**config.mk**
```make
export PLATFORM = sky130hd
export DESIGN_NAME = emcr_regs
export DESIGN_NICKNAME = d
export VERILOG_FILES = /design/src/inc/emcr_pkg.sv /design/src/core/emcr_regs.sv
export VERILOG_INCLUDE_DIRS = /design/src /design/src/inc
export SDC_FILE = /design/constraint.sdc
export NUM_CORES = 1
export LEC_CHECK = 0
export CAP_MARGIN = 40
export CORE_ASPECT_RATIO = 1.75
export CORE_MARGIN = 2
export CORE_UTILIZATION = 38
export DETAILED_ROUTE_END_ITERATION = 12
export DONT_BUFFER_PORTS = 1
export PLACE_DENSITY = 0.52
export SLEW_MARGIN = 30
export SYNTH_ARGS = -nofsm -noshare
export SYNTH_HDL_FRONTEND = slang
export SYNTH_SLANG_ARGS = --single-unit
```
**constraint.sdc**
```tcl
create_clock -name hclk -period 2.7 [get_ports hclk]
set_clock_uncertainty 0.05 [all_clocks]
set_input_delay 0.54 -clock hclk [delete_from_list [all_inputs] [get_ports hclk]]
set_output_delay 0.54 -clock hclk [all_outputs]
set_load 0.03 [all_outputs]
```
**src/inc/emcr_map.svh**
```systemverilog
// Register offsets, field positions and reset values of the calibration bank
`ifndef EMCR_MAP_SVH
`define EMCR_MAP_SVH

// ----------------------------------------------------------------
// Register indices (byte address = 4 * index)
// ----------------------------------------------------------------
`define EMCR_IDX_MODE_ONE 7'h0b
`define EMCR_IDX_I2_GAIN 7'h1c
`define EMCR_IDX_W_GAIN 7'h1d
`define EMCR_IDX_VAR_GAIN 7'h1e
`define EMCR_IDX_VA_GAIN 7'h1f
`define EMCR_IDX_W_OFS 7'h20
`define EMCR_IDX_VAR_OFS 7'h21
`define EMCR_IDX_IRMS_OFS 7'h22
`define EMCR_IDX_VRMS_OFS 7'h23
`define EMCR_IDX_W_SCALE 7'h24
`define EMCR_IDX_VAR_SCALE 7'h25
`define EMCR_IDX_VA_SCALE 7'h26
`define EMCR_IDX_P1_NUM 7'h27
`define EMCR_IDX_P1_DEN 7'h28
`define EMCR_IDX_P2_NUM 7'h29
`define EMCR_IDX_P2_DEN 7'h2a
`define EMCR_IDX_ZX_MODE 7'h2b
`define EMCR_IDX_RSV_3B 7'h3b
`define EMCR_IDX_RSV_3C 7'h3c
`define EMCR_IDX_CAL_MODE 7'h3d
`define EMCR_IDX_RSV_3E 7'h3e
`define EMCR_IDX_RSV_3F 7'h3f

// ----------------------------------------------------------------
// Mode register fields
// ----------------------------------------------------------------
`define EMCR_BIT_SOFT_RESET 7
`define EMCR_BIT_ZX_FILTER_OFF 6
`define EMCR_BIT_INTEGRATOR_ON 5
`define EMCR_BIT_CHANNEL_SWAP 4
`define EMCR_BIT_ADC_POWER_DOWN 3
`define EMCR_BIT_P2_OFF 2
`define EMCR_BIT_P1_OFF 1
`define EMCR_BIT_HIGHPASS_OFF 0

// ----------------------------------------------------------------
// Reset values
// ----------------------------------------------------------------
`define EMCR_RST_MODE_ONE 8'h06
`define EMCR_RST_DEN 16'h003f
`define EMCR_RST_RSV_3C 16'h0300
`define EMCR_RST_ZERO 16'h0000
`define EMCR_RST_ZERO8 8'h00
`define EMCR_RST_ZERO12 12'h000

`endif

```
**src/inc/emcr_pkg.sv**
```systemverilog
// Types shared by the calibration register bank
package emcr_pkg;

    typedef enum logic [1:0] {
        EMCR_ST_ADDR,
        EMCR_ST_SRST
    } emcr_state_type;

    // Decoded mode controls handed to the measurement datapath
    typedef struct packed {
        logic zero_cross_filter_off;
        logic integrator_on;
        logic channel_swap;
        logic adc_power_down;
        logic pulse_out_two_off;
        logic pulse_out_one_off;
        logic highpass_off;
    } emcr_mode_type;

    // Calibration values handed to the datapath
    typedef struct packed {
        logic [11:0] second_current_match_gain;
        logic [11:0] active_power_gain;
        logic [11:0] reactive_power_gain;
        logic [11:0] apparent_power_gain;
        logic [15:0] active_power_offset;
        logic [15:0] reactive_power_offset;
        logic [11:0] current_rms_offset;
        logic [11:0] voltage_rms_offset;
        logic [7:0] active_energy_scale;
        logic [7:0] reactive_energy_scale;
        logic [7:0] apparent_energy_scale;
        logic [15:0] pulse_out_one_numerator;
        logic [15:0] pulse_out_one_denominator;
        logic [15:0] pulse_out_two_numerator;
        logic [15:0] pulse_out_two_denominator;
        logic [7:0] zero_cross_output_mode;
        logic [7:0] calibration_mode;
    } emcr_cal_type;

endpackage

```
**src/core/emcr_regs.sv**
```systemverilog
// AHB-Lite calibration and mode register bank of the energy measurement core
`timescale 1ns/1ns
`include "emcr_map.svh"

module emcr_regs (
    input wire logic hclk,
    input wire logic hresetn,
    input wire logic hsel,
    input wire logic [31:0] haddr,
    input wire logic [1:0] htrans,
    input wire logic hwrite,
    input wire logic [2:0] hsize,
    input wire logic [31:0] hwdata,
    input wire logic hready,
    output logic [31:0] hrdata,
    output logic hreadyout,
    output logic hresp,
    output emcr_pkg::emcr_mode_type mode_ctrl,
    output emcr_pkg::emcr_cal_type cal_ctrl,
    output logic soft_reset_busy
);

    // ------------------------------------------------------------
    // Register storage
    // ------------------------------------------------------------
    logic [7:0] mode_one_ff;
    logic [11:0] i2_gain_ff;
    logic [11:0] w_gain_ff;
    logic [11:0] var_gain_ff;
    logic [11:0] va_gain_ff;
    logic [15:0] w_ofs_ff;
    logic [15:0] var_ofs_ff;
    logic [11:0] irms_ofs_ff;
    logic [11:0] vrms_ofs_ff;
    logic [7:0] w_scale_ff;
    logic [7:0] var_scale_ff;
    logic [7:0] va_scale_ff;
    logic [15:0] p1_num_ff;
    logic [15:0] p1_den_ff;
    logic [15:0] p2_num_ff;
    logic [15:0] p2_den_ff;
    logic [7:0] zx_mode_ff;
    logic [7:0] cal_mode_ff;
    logic [15:0] rsv_3b_ff;
    logic [15:0] rsv_3c_ff;
    logic [15:0] rsv_3e_ff;
    logic [15:0] rsv_3f_ff;

    // ------------------------------------------------------------
    // AHB-Lite address phase capture
    // ------------------------------------------------------------
    emcr_pkg::emcr_state_type state_ff;
    emcr_pkg::emcr_state_type nxt_state;
    logic wr_pend_ff;
    logic [6:0] idx_ff;
    logic [31:0] rdata_ff;

    wire addr_take = hsel && hready && htrans[1];
    wire [6:0] addr_idx = haddr[8:2];
    wire wr_now = wr_pend_ff;
    wire [6:0] wr_idx = idx_ff;

    function automatic logic wr_hit(input logic [6:0] idx);
        wr_hit = wr_now && (wr_idx == idx);
    endfunction

    // Soft reset: one write of bit 7 starts a one-cycle sweep of the bank
    wire srst_req = wr_hit(`EMCR_IDX_MODE_ONE) && hwdata[`EMCR_BIT_SOFT_RESET];
    wire srst_now = (state_ff == emcr_pkg::EMCR_ST_SRST);

    always_comb begin
        nxt_state = state_ff;
        case (state_ff)
            emcr_pkg::EMCR_ST_ADDR: begin
                if (srst_req) begin
                    nxt_state = emcr_pkg::EMCR_ST_SRST;
                end
            end
            emcr_pkg::EMCR_ST_SRST: begin
                nxt_state = emcr_pkg::EMCR_ST_ADDR;
            end
            default: begin
                nxt_state = emcr_pkg::EMCR_ST_ADDR;
            end
        endcase
    end

    // Stall during the sweep so no write can race the defaults
    assign hreadyout = !srst_now;
    assign hresp = 1'b0;
    assign hrdata = rdata_ff;
    assign soft_reset_busy = srst_now;

    always_ff @(posedge hclk or negedge hresetn) begin
        if (!hresetn) begin
            state_ff <= emcr_pkg::EMCR_ST_ADDR;
            wr_pend_ff <= 1'b0;
            idx_ff <= 7'h00;
        end else begin
            state_ff <= nxt_state;
            if (hreadyout) begin
                wr_pend_ff <= addr_take && hwrite;
                idx_ff <= addr_idx;
            end
        end
    end

    // ------------------------------------------------------------
    // Read decode; data registered in the address phase
    // ------------------------------------------------------------
    logic [15:0] rd_mux;

    always_comb begin
        case (addr_idx)
            `EMCR_IDX_MODE_ONE: rd_mux = {8'h00, mode_one_ff};
            `EMCR_IDX_I2_GAIN: rd_mux = {4'h0, i2_gain_ff};
            `EMCR_IDX_W_GAIN: rd_mux = {4'h0, w_gain_ff};
            `EMCR_IDX_VAR_GAIN: rd_mux = {4'h0, var_gain_ff};
            `EMCR_IDX_VA_GAIN: rd_mux = {4'h0, va_gain_ff};
            `EMCR_IDX_W_OFS: rd_mux = w_ofs_ff;
            `EMCR_IDX_VAR_OFS: rd_mux = var_ofs_ff;
            `EMCR_IDX_IRMS_OFS: rd_mux = {4'h0, irms_ofs_ff};
            `EMCR_IDX_VRMS_OFS: rd_mux = {4'h0, vrms_ofs_ff};
            `EMCR_IDX_W_SCALE: rd_mux = {8'h00, w_scale_ff};
            `EMCR_IDX_VAR_SCALE: rd_mux = {8'h00, var_scale_ff};
            `EMCR_IDX_VA_SCALE: rd_mux = {8'h00, va_scale_ff};
            `EMCR_IDX_P1_NUM: rd_mux = p1_num_ff;
            `EMCR_IDX_P1_DEN: rd_mux = p1_den_ff;
            `EMCR_IDX_P2_NUM: rd_mux = p2_num_ff;
            `EMCR_IDX_P2_DEN: rd_mux = p2_den_ff;
            `EMCR_IDX_ZX_MODE: rd_mux = {8'h00, zx_mode_ff};
            `EMCR_IDX_CAL_MODE: rd_mux = {8'h00, cal_mode_ff};
            `EMCR_IDX_RSV_3B: rd_mux = rsv_3b_ff;
            `EMCR_IDX_RSV_3C: rd_mux = rsv_3c_ff;
            `EMCR_IDX_RSV_3E: rd_mux = rsv_3e_ff;
            `EMCR_IDX_RSV_3F: rd_mux = rsv_3f_ff;
            default: rd_mux = 16'h0000;
        endcase
    end

    // Read data captured at the address edge; a write whose data phase
    // shares that cycle is not yet stored, so the read returns the old value
    always_ff @(posedge hclk or negedge hresetn) begin
        if (!hresetn) begin
            rdata_ff <= 32'h0000_0000;
        end else if (hreadyout && addr_take && !hwrite) begin
            rdata_ff <= {16'h0000, rd_mux};
        end
    end

    // ------------------------------------------------------------
    // Register writes; soft reset sweep has priority
    // ------------------------------------------------------------
    // Bit 7 is never stored, and a soft reset write drops its other bits
    wire we_mode_one = wr_hit(`EMCR_IDX_MODE_ONE) && !hwdata[`EMCR_BIT_SOFT_RESET];
    wire we_i2_gain = wr_hit(`EMCR_IDX_I2_GAIN);
    wire we_w_gain = wr_hit(`EMCR_IDX_W_GAIN);
    wire we_var_gain = wr_hit(`EMCR_IDX_VAR_GAIN);
    wire we_va_gain = wr_hit(`EMCR_IDX_VA_GAIN);
    wire we_w_ofs = wr_hit(`EMCR_IDX_W_OFS);
    wire we_var_ofs = wr_hit(`EMCR_IDX_VAR_OFS);
    wire we_irms_ofs = wr_hit(`EMCR_IDX_IRMS_OFS);
    wire we_vrms_ofs = wr_hit(`EMCR_IDX_VRMS_OFS);
    wire we_w_scale = wr_hit(`EMCR_IDX_W_SCALE);
    wire we_var_scale = wr_hit(`EMCR_IDX_VAR_SCALE);
    wire we_va_scale = wr_hit(`EMCR_IDX_VA_SCALE);
    wire we_p1_num = wr_hit(`EMCR_IDX_P1_NUM);
    wire we_p1_den = wr_hit(`EMCR_IDX_P1_DEN);
    wire we_p2_num = wr_hit(`EMCR_IDX_P2_NUM);
    wire we_p2_den = wr_hit(`EMCR_IDX_P2_DEN);
    wire we_zx_mode = wr_hit(`EMCR_IDX_ZX_MODE);
    wire we_cal_mode = wr_hit(`EMCR_IDX_CAL_MODE);
    // Reserved words are plain storage so software can restore them
    wire we_rsv_3b = wr_hit(`EMCR_IDX_RSV_3B);
    wire we_rsv_3c = wr_hit(`EMCR_IDX_RSV_3C);
    wire we_rsv_3e = wr_hit(`EMCR_IDX_RSV_3E);
    wire we_rsv_3f = wr_hit(`EMCR_IDX_RSV_3F);

    logic [7:0] nxt_mode_one;
    logic [11:0] nxt_i2_gain;
    logic [11:0] nxt_w_gain;
    logic [11:0] nxt_var_gain;
    logic [11:0] nxt_va_gain;
    logic [15:0] nxt_w_ofs;
    logic [15:0] nxt_var_ofs;
    logic [11:0] nxt_irms_ofs;
    logic [11:0] nxt_vrms_ofs;
    logic [7:0] nxt_w_scale;
    logic [7:0] nxt_var_scale;
    logic [7:0] nxt_va_scale;
    logic [15:0] nxt_p1_num;
    logic [15:0] nxt_p1_den;
    logic [15:0] nxt_p2_num;
    logic [15:0] nxt_p2_den;
    logic [7:0] nxt_zx_mode;
    logic [7:0] nxt_cal_mode;
    logic [15:0] nxt_rsv_3b;
    logic [15:0] nxt_rsv_3c;
    logic [15:0] nxt_rsv_3e;
    logic [15:0] nxt_rsv_3f;

    // Sweep wins; a write stalled behind it lands on the cycle after
    assign nxt_mode_one = srst_now ? `EMCR_RST_MODE_ONE :
        we_mode_one ? {1'b0, hwdata[6:0]} :
        mode_one_ff;

    assign nxt_i2_gain = srst_now ? `EMCR_RST_ZERO12 :
        we_i2_gain ? hwdata[11:0] :
        i2_gain_ff;
    assign nxt_w_gain = srst_now ? `EMCR_RST_ZERO12 :
        we_w_gain ? hwdata[11:0] :
        w_gain_ff;
    assign nxt_var_gain = srst_now ? `EMCR_RST_ZERO12 :
        we_var_gain ? hwdata[11:0] :
        var_gain_ff;
    assign nxt_va_gain = srst_now ? `EMCR_RST_ZERO12 :
        we_va_gain ? hwdata[11:0] :
        va_gain_ff;
    assign nxt_w_ofs = srst_now ? `EMCR_RST_ZERO :
        we_w_ofs ? hwdata[15:0] :
        w_ofs_ff;
    assign nxt_var_ofs = srst_now ? `EMCR_RST_ZERO :
        we_var_ofs ? hwdata[15:0] :
        var_ofs_ff;
    assign nxt_irms_ofs = srst_now ? `EMCR_RST_ZERO12 :
        we_irms_ofs ? hwdata[11:0] :
        irms_ofs_ff;
    assign nxt_vrms_ofs = srst_now ? `EMCR_RST_ZERO12 :
        we_vrms_ofs ? hwdata[11:0] :
        vrms_ofs_ff;
    assign nxt_w_scale = srst_now ? `EMCR_RST_ZERO8 :
        we_w_scale ? hwdata[7:0] :
        w_scale_ff;
    assign nxt_var_scale = srst_now ? `EMCR_RST_ZERO8 :
        we_var_scale ? hwdata[7:0] :
        var_scale_ff;
    assign nxt_va_scale = srst_now ? `EMCR_RST_ZERO8 :
        we_va_scale ? hwdata[7:0] :
        va_scale_ff;
    assign nxt_p1_num = srst_now ? `EMCR_RST_ZERO :
        we_p1_num ? hwdata[15:0] :
        p1_num_ff;
    assign nxt_p1_den = srst_now ? `EMCR_RST_DEN :
        we_p1_den ? hwdata[15:0] :
        p1_den_ff;
    assign nxt_p2_num = srst_now ? `EMCR_RST_ZERO :
        we_p2_num ? hwdata[15:0] :
        p2_num_ff;
    assign nxt_p2_den = srst_now ? `EMCR_RST_DEN :
        we_p2_den ? hwdata[15:0] :
        p2_den_ff;
    assign nxt_zx_mode = srst_now ? `EMCR_RST_ZERO8 :
        we_zx_mode ? hwdata[7:0] :
        zx_mode_ff;
    assign nxt_cal_mode = srst_now ? `EMCR_RST_ZERO8 :
        we_cal_mode ? hwdata[7:0] :
        cal_mode_ff;
    assign nxt_rsv_3b = srst_now ? `EMCR_RST_ZERO :
        we_rsv_3b ? hwdata[15:0] :
        rsv_3b_ff;
    assign nxt_rsv_3c = srst_now ? `EMCR_RST_RSV_3C :
        we_rsv_3c ? hwdata[15:0] :
        rsv_3c_ff;
    assign nxt_rsv_3e = srst_now ? `EMCR_RST_ZERO :
        we_rsv_3e ? hwdata[15:0] :
        rsv_3e_ff;
    assign nxt_rsv_3f = srst_now ? `EMCR_RST_ZERO :
        we_rsv_3f ? hwdata[15:0] :
        rsv_3f_ff;

    // Async reset loads constants only; the sweep goes through the next values
    always_ff @(posedge hclk or negedge hresetn) begin
        if (!hresetn) begin
            mode_one_ff <= `EMCR_RST_MODE_ONE;
            i2_gain_ff <= `EMCR_RST_ZERO12;
            w_gain_ff <= `EMCR_RST_ZERO12;
            var_gain_ff <= `EMCR_RST_ZERO12;
            va_gain_ff <= `EMCR_RST_ZERO12;
            w_ofs_ff <= `EMCR_RST_ZERO;
            var_ofs_ff <= `EMCR_RST_ZERO;
            irms_ofs_ff <= `EMCR_RST_ZERO12;
            vrms_ofs_ff <= `EMCR_RST_ZERO12;
            w_scale_ff <= `EMCR_RST_ZERO8;
            var_scale_ff <= `EMCR_RST_ZERO8;
            va_scale_ff <= `EMCR_RST_ZERO8;
            p1_num_ff <= `EMCR_RST_ZERO;
            p1_den_ff <= `EMCR_RST_DEN;
            p2_num_ff <= `EMCR_RST_ZERO;
            p2_den_ff <= `EMCR_RST_DEN;
            zx_mode_ff <= `EMCR_RST_ZERO8;
            cal_mode_ff <= `EMCR_RST_ZERO8;
            rsv_3b_ff <= `EMCR_RST_ZERO;
            rsv_3c_ff <= `EMCR_RST_RSV_3C;
            rsv_3e_ff <= `EMCR_RST_ZERO;
            rsv_3f_ff <= `EMCR_RST_ZERO;
        end else begin
            mode_one_ff <= nxt_mode_one;
            i2_gain_ff <= nxt_i2_gain;
            w_gain_ff <= nxt_w_gain;
            var_gain_ff <= nxt_var_gain;
            va_gain_ff <= nxt_va_gain;
            w_ofs_ff <= nxt_w_ofs;
            var_ofs_ff <= nxt_var_ofs;
            irms_ofs_ff <= nxt_irms_ofs;
            vrms_ofs_ff <= nxt_vrms_ofs;
            w_scale_ff <= nxt_w_scale;
            var_scale_ff <= nxt_var_scale;
            va_scale_ff <= nxt_va_scale;
            p1_num_ff <= nxt_p1_num;
            p1_den_ff <= nxt_p1_den;
            p2_num_ff <= nxt_p2_num;
            p2_den_ff <= nxt_p2_den;
            zx_mode_ff <= nxt_zx_mode;
            cal_mode_ff <= nxt_cal_mode;
            rsv_3b_ff <= nxt_rsv_3b;
            rsv_3c_ff <= nxt_rsv_3c;
            rsv_3e_ff <= nxt_rsv_3e;
            rsv_3f_ff <= nxt_rsv_3f;
        end
    end

    // ------------------------------------------------------------
    // Controls to the datapath
    // ------------------------------------------------------------
    // A soft reset write with other bits set still sweeps to defaults
    assign mode_ctrl.zero_cross_filter_off = mode_one_ff[`EMCR_BIT_ZX_FILTER_OFF];
    assign mode_ctrl.integrator_on = mode_one_ff[`EMCR_BIT_INTEGRATOR_ON];
    assign mode_ctrl.channel_swap = mode_one_ff[`EMCR_BIT_CHANNEL_SWAP];
    assign mode_ctrl.adc_power_down = mode_one_ff[`EMCR_BIT_ADC_POWER_DOWN];
    assign mode_ctrl.pulse_out_two_off = mode_one_ff[`EMCR_BIT_P2_OFF];
    assign mode_ctrl.pulse_out_one_off = mode_one_ff[`EMCR_BIT_P1_OFF];
    assign mode_ctrl.highpass_off = mode_one_ff[`EMCR_BIT_HIGHPASS_OFF];

    assign cal_ctrl.second_current_match_gain = i2_gain_ff;
    assign cal_ctrl.active_power_gain = w_gain_ff;
    assign cal_ctrl.reactive_power_gain = var_gain_ff;
    assign cal_ctrl.apparent_power_gain = va_gain_ff;
    assign cal_ctrl.active_power_offset = w_ofs_ff;
    assign cal_ctrl.reactive_power_offset = var_ofs_ff;
    assign cal_ctrl.current_rms_offset = irms_ofs_ff;
    assign cal_ctrl.voltage_rms_offset = vrms_ofs_ff;
    assign cal_ctrl.active_energy_scale = w_scale_ff;
    assign cal_ctrl.reactive_energy_scale = var_scale_ff;
    assign cal_ctrl.apparent_energy_scale = va_scale_ff;
    assign cal_ctrl.pulse_out_one_numerator = p1_num_ff;
    assign cal_ctrl.pulse_out_one_denominator = p1_den_ff;
    assign cal_ctrl.pulse_out_two_numerator = p2_num_ff;
    assign cal_ctrl.pulse_out_two_denominator = p2_den_ff;
    assign cal_ctrl.zero_cross_output_mode = zx_mode_ff;
    assign cal_ctrl.calibration_mode = cal_mode_ff;

endmodule

```
==> impl_metrics.py <==
metrics = {
    "route": {
        "wirelength_um": 60900,
        "wl_per_cell_um": 30.8,
        "postRouteAntennaNets": 0,
        "via_per_inst": 6.05,
        "firstDrtPassIters": 7,
        "vias": 12000,
        "drc": 0,
        "drt_iter0_drc": 1243,
    },
    "floorplanning": {
        "boundaryPins": 324,
        "start_util_pct": 38.4,
        "coreArea_um2": 39800,
        "die_area_um2": 41900,
        "rows": 97,
        "die_h_um": 269,
        "die_width_um": 156,
    },
    "timing": {
        "fmax_ghz": 0.401,
        "maxSlewViolCount": 0,
        "setup_viol": 0,
        "worst_pin_slew_ps": 901,
        "grt_setup_unrepaired": "no",
        "finalSetupTns_ps": 0,
        "layout_setup_ws_ps": 207,
        "fin_crit_ps": 2490,
        "whs_ps": -397,
        "hold_violations": 288,
        "relSlewSlack_pct": 39.9,
        "period_share_pct": 92.3,
    },
    "logic_synthesis": {
        "postSynth.asyncResetShare_pct": 100,
        "synth-edff-count": 0,
        "synth.most_common_cell": "dfrtp_1",
        "synth_cell_types": 76,
        "netlist_area_um2": 15300,
        "ys_seq_elements": 304,
        "synth_top_area_share_pct": 47.2,
        "syn_avg_cell_area_um2": 10.2,
        "syn_inst": 1501,
        "yosysTopAreaCell": "dfrtp_1",
        "synth_ff_type": "dfrtp_1",
        "yosysWarnings": 0,
        "netlist_top_cells_area": "dfrtp_1 47%, mux2i_1 16%, nor2_1 6.1%",
        "synth-seq-area-share_pct": 49.9,
        "synth_commonest_cells": "288 x dfrtp_1, 249 x nor2_1, 243 x mux2i_1, 154 x nand2_1, 61 x a21oi_1",
    },
    "critical_path": {
        "crit_slowest_cell": "dfrtp_4",
        "path_delay_family": "compound AO/OA/AOI/OAI gates",
        "critPathCaptureType": "register",
        "cpPeakStageDelay_ps": 580,
        "crit_chain": "or3_1 -> a221o_1 -> a2111oi_0 -> buf_4 -> a41oi_1",
        "cp.required_ps": 3100,
        "critical_path.max_fanout": 15,
        "worst_ep_arrival_time_ps": 2890,
        "critical_path_buf_inv_count": 1,
        "start_kind": "register",
        "criticalPathCategory": "register to register",
    },
    "global_routing": {
        "met3_usage_pct": 6.96,
        "first_global_vias": 11800,
        "gr-max-usage-layer": "met2",
        "antenna_found_initial": 0,
        "gr-total-overflow": 0,
        "grt_first_pass_wirelength_um": 88200,
        "gr-usage-met2_pct": 46.6,
        "grt_max_degree": 305,
        "grt_util_met1_pct": 35.8,
        "grtUsageTotal_pct": 28.7,
    },
    "hold_path": {
        "hold_class": "input pin to asynchronous set/reset pin",
    },
    "clocking": {
        "post_cts_buffers": 0,
        "clkLatencyLatePin_ps": 590,
        "clk_pin_slew_ps": 60,
        "cts-root-buf": "clkbuf_16",
        "cts_made_buffers": 31,
        "cts_tree": "yes",
        "htree_levels": 1,
        "clockBufferDepth": 3,
        "clkSinkCount": 304,
        "cts_resized": 0,
    },
    "power_and_ir_drop": {
        "p_leak_nw": 7.25,
        "p_per_area_nw_per_um2": 606,
        "peakVddDrop_mv": 0.436,
    },
    "flow_run": {
        "maxCapViolations": 0,
    },
    "finish": {
        "fin_nets": 1533,
        "multiInputGateArea_um2": 6940,
        "fill_cells": 3853,
        "drive_above_1_share_pct": 12.1,
        "finish.utilization_pct": 42.0,
        "seq_area_um2": 7630,
        "area_delta_synth_final_pct": 9.49,
        "diodes": 0,
    },
    "placed_design": {
        "numPortBuffers": 0,
        "gp_congestion": 0.889,
        "place_ws_ps": 176,
        "dp_hpwl_um": 42000,
    },
    "outcome": {
        "violations": "negative hold slack",
        "outcome": "finished with violations",
    },
}
-- path summary, 6_finish.rpt --
check                               from  slack, ps  depth (start not counted)             to
min in group hclk             hwdata[15]         40                          2  p1_den_ff[15]
max                          state_ff[0]        210                          5      hrdata[0]
max reg2reg                  state_ff[0]        210                          5      hrdata[0]
min                              hresetn       -400                          0  var_ofs_ff[3]
max in group asynchronous        hresetn       2240                          0   w_gain_ff[8]
min reg2reg                rsv_3c_ff[11]        470                          2  rsv_3c_ff[11]
-- per-stage QoR --
step	instances	power, W	hold slack [ps]	area [µm²]
after floorplan	1517	0.00565	194	15300
after global placement	1919	0.00577	206	15600
after detailed placement	1920	0.00578	203	15700
after CTS	1978	0.0102	-423	16700
after global routing	1979	0.0105	-421	16700
final	1979	0.0101	-397	16700
-- final cells by class --
| class | instances | area share [%] |
|---|---|---|
| clock inverter | 6 | 0.367 |
| multi-input combinational | 1062 | 41.5 |
| tap | 495 | 3.70 |
| inverter | 6 | 0.135 |
| timing repair buffer | 54 | 2.80 |
| sequential | 304 | 45.6 |
| clock buffer | 52 | 5.83 |
-- cell families after synthesis --
family	share of synthesized area, %
flip-flops	49.9
AND/OR/NAND/NOR	17.2
multiplexers	18.1
AO/OA/AOI/OAI	9.66
other	0.0246
buffers and inverters	5.11
-- registers in the layout, indices dropped and copies added, names as in the netlist, 12 cells and up --
register / count
w_gain_ff: 12
rsv_3f_ff: 16
rsv_3c_ff: 16
va_gain_ff: 12
rsv_3b_ff: 16
irms_ofs_ff: 12
p1_den_ff: 16
p1_num_ff: 16
rsv_3e_ff: 16
w_ofs_ff: 16
hrdata: 16
var_ofs_ff: 16
i2_gain_ff: 12
vrms_ofs_ff: 12
p2_den_ff: 16
p2_num_ff: 16
var_gain_ff: 12
-- layout by cell type (no fill, tap or decap), types with 4 or more instances in the layout --
cell type  instances
clkbuf_16         31
nor3b_1            5
inv_1              4
nand2_1          154
nor2_2             4
dfstp_2           16
a22o_1            18
a2111oi_0          5
conb_1            17
a21oi_1           61
nand3_1           59
nor2_1           247
o32a_1             7
o2bb2ai_1          6
o21ai_0           29
dfrtp_1          287
a22oi_1           26
o211ai_1           8
a32oi_1            6
a31oi_1           10
nor3_1             8
nand4_1           12
clkbuf_1           9
clkbuf_8          12
nor4_1             5
mux2i_1          243
buf_12             5
nor2_4             8
buf_4             49
a221oi_1           6
a21o_1             4
nor3_2             4
a32o_1             9
and2_1             4
and3_1            10
mux2_2            23
-- report_power, final --
group | switching, W | internal [W] | leakage (nW)
Clock | 0.00190 | 0.00254 | 0.509
Combinational | 0.000260 | 0.000191 | 2.75
Sequential | 0.000527 | 0.00472 | 3.99
-- worst reg2reg max path: stages, from the launching register on --
cell and delay, ps:
dfrtp_4 580, or3_1 530, a221o_1 300, a2111oi_0 560, buf_4 230, a41oi_1 110
-- layer usage --
layer	vias up	share of wire (%)
li1	5151	-
met1	6105	38
met2	591	48
met3	131	8.7
met4	0	5.4
met5	-	0
Power figures use the tool's default switching activity.
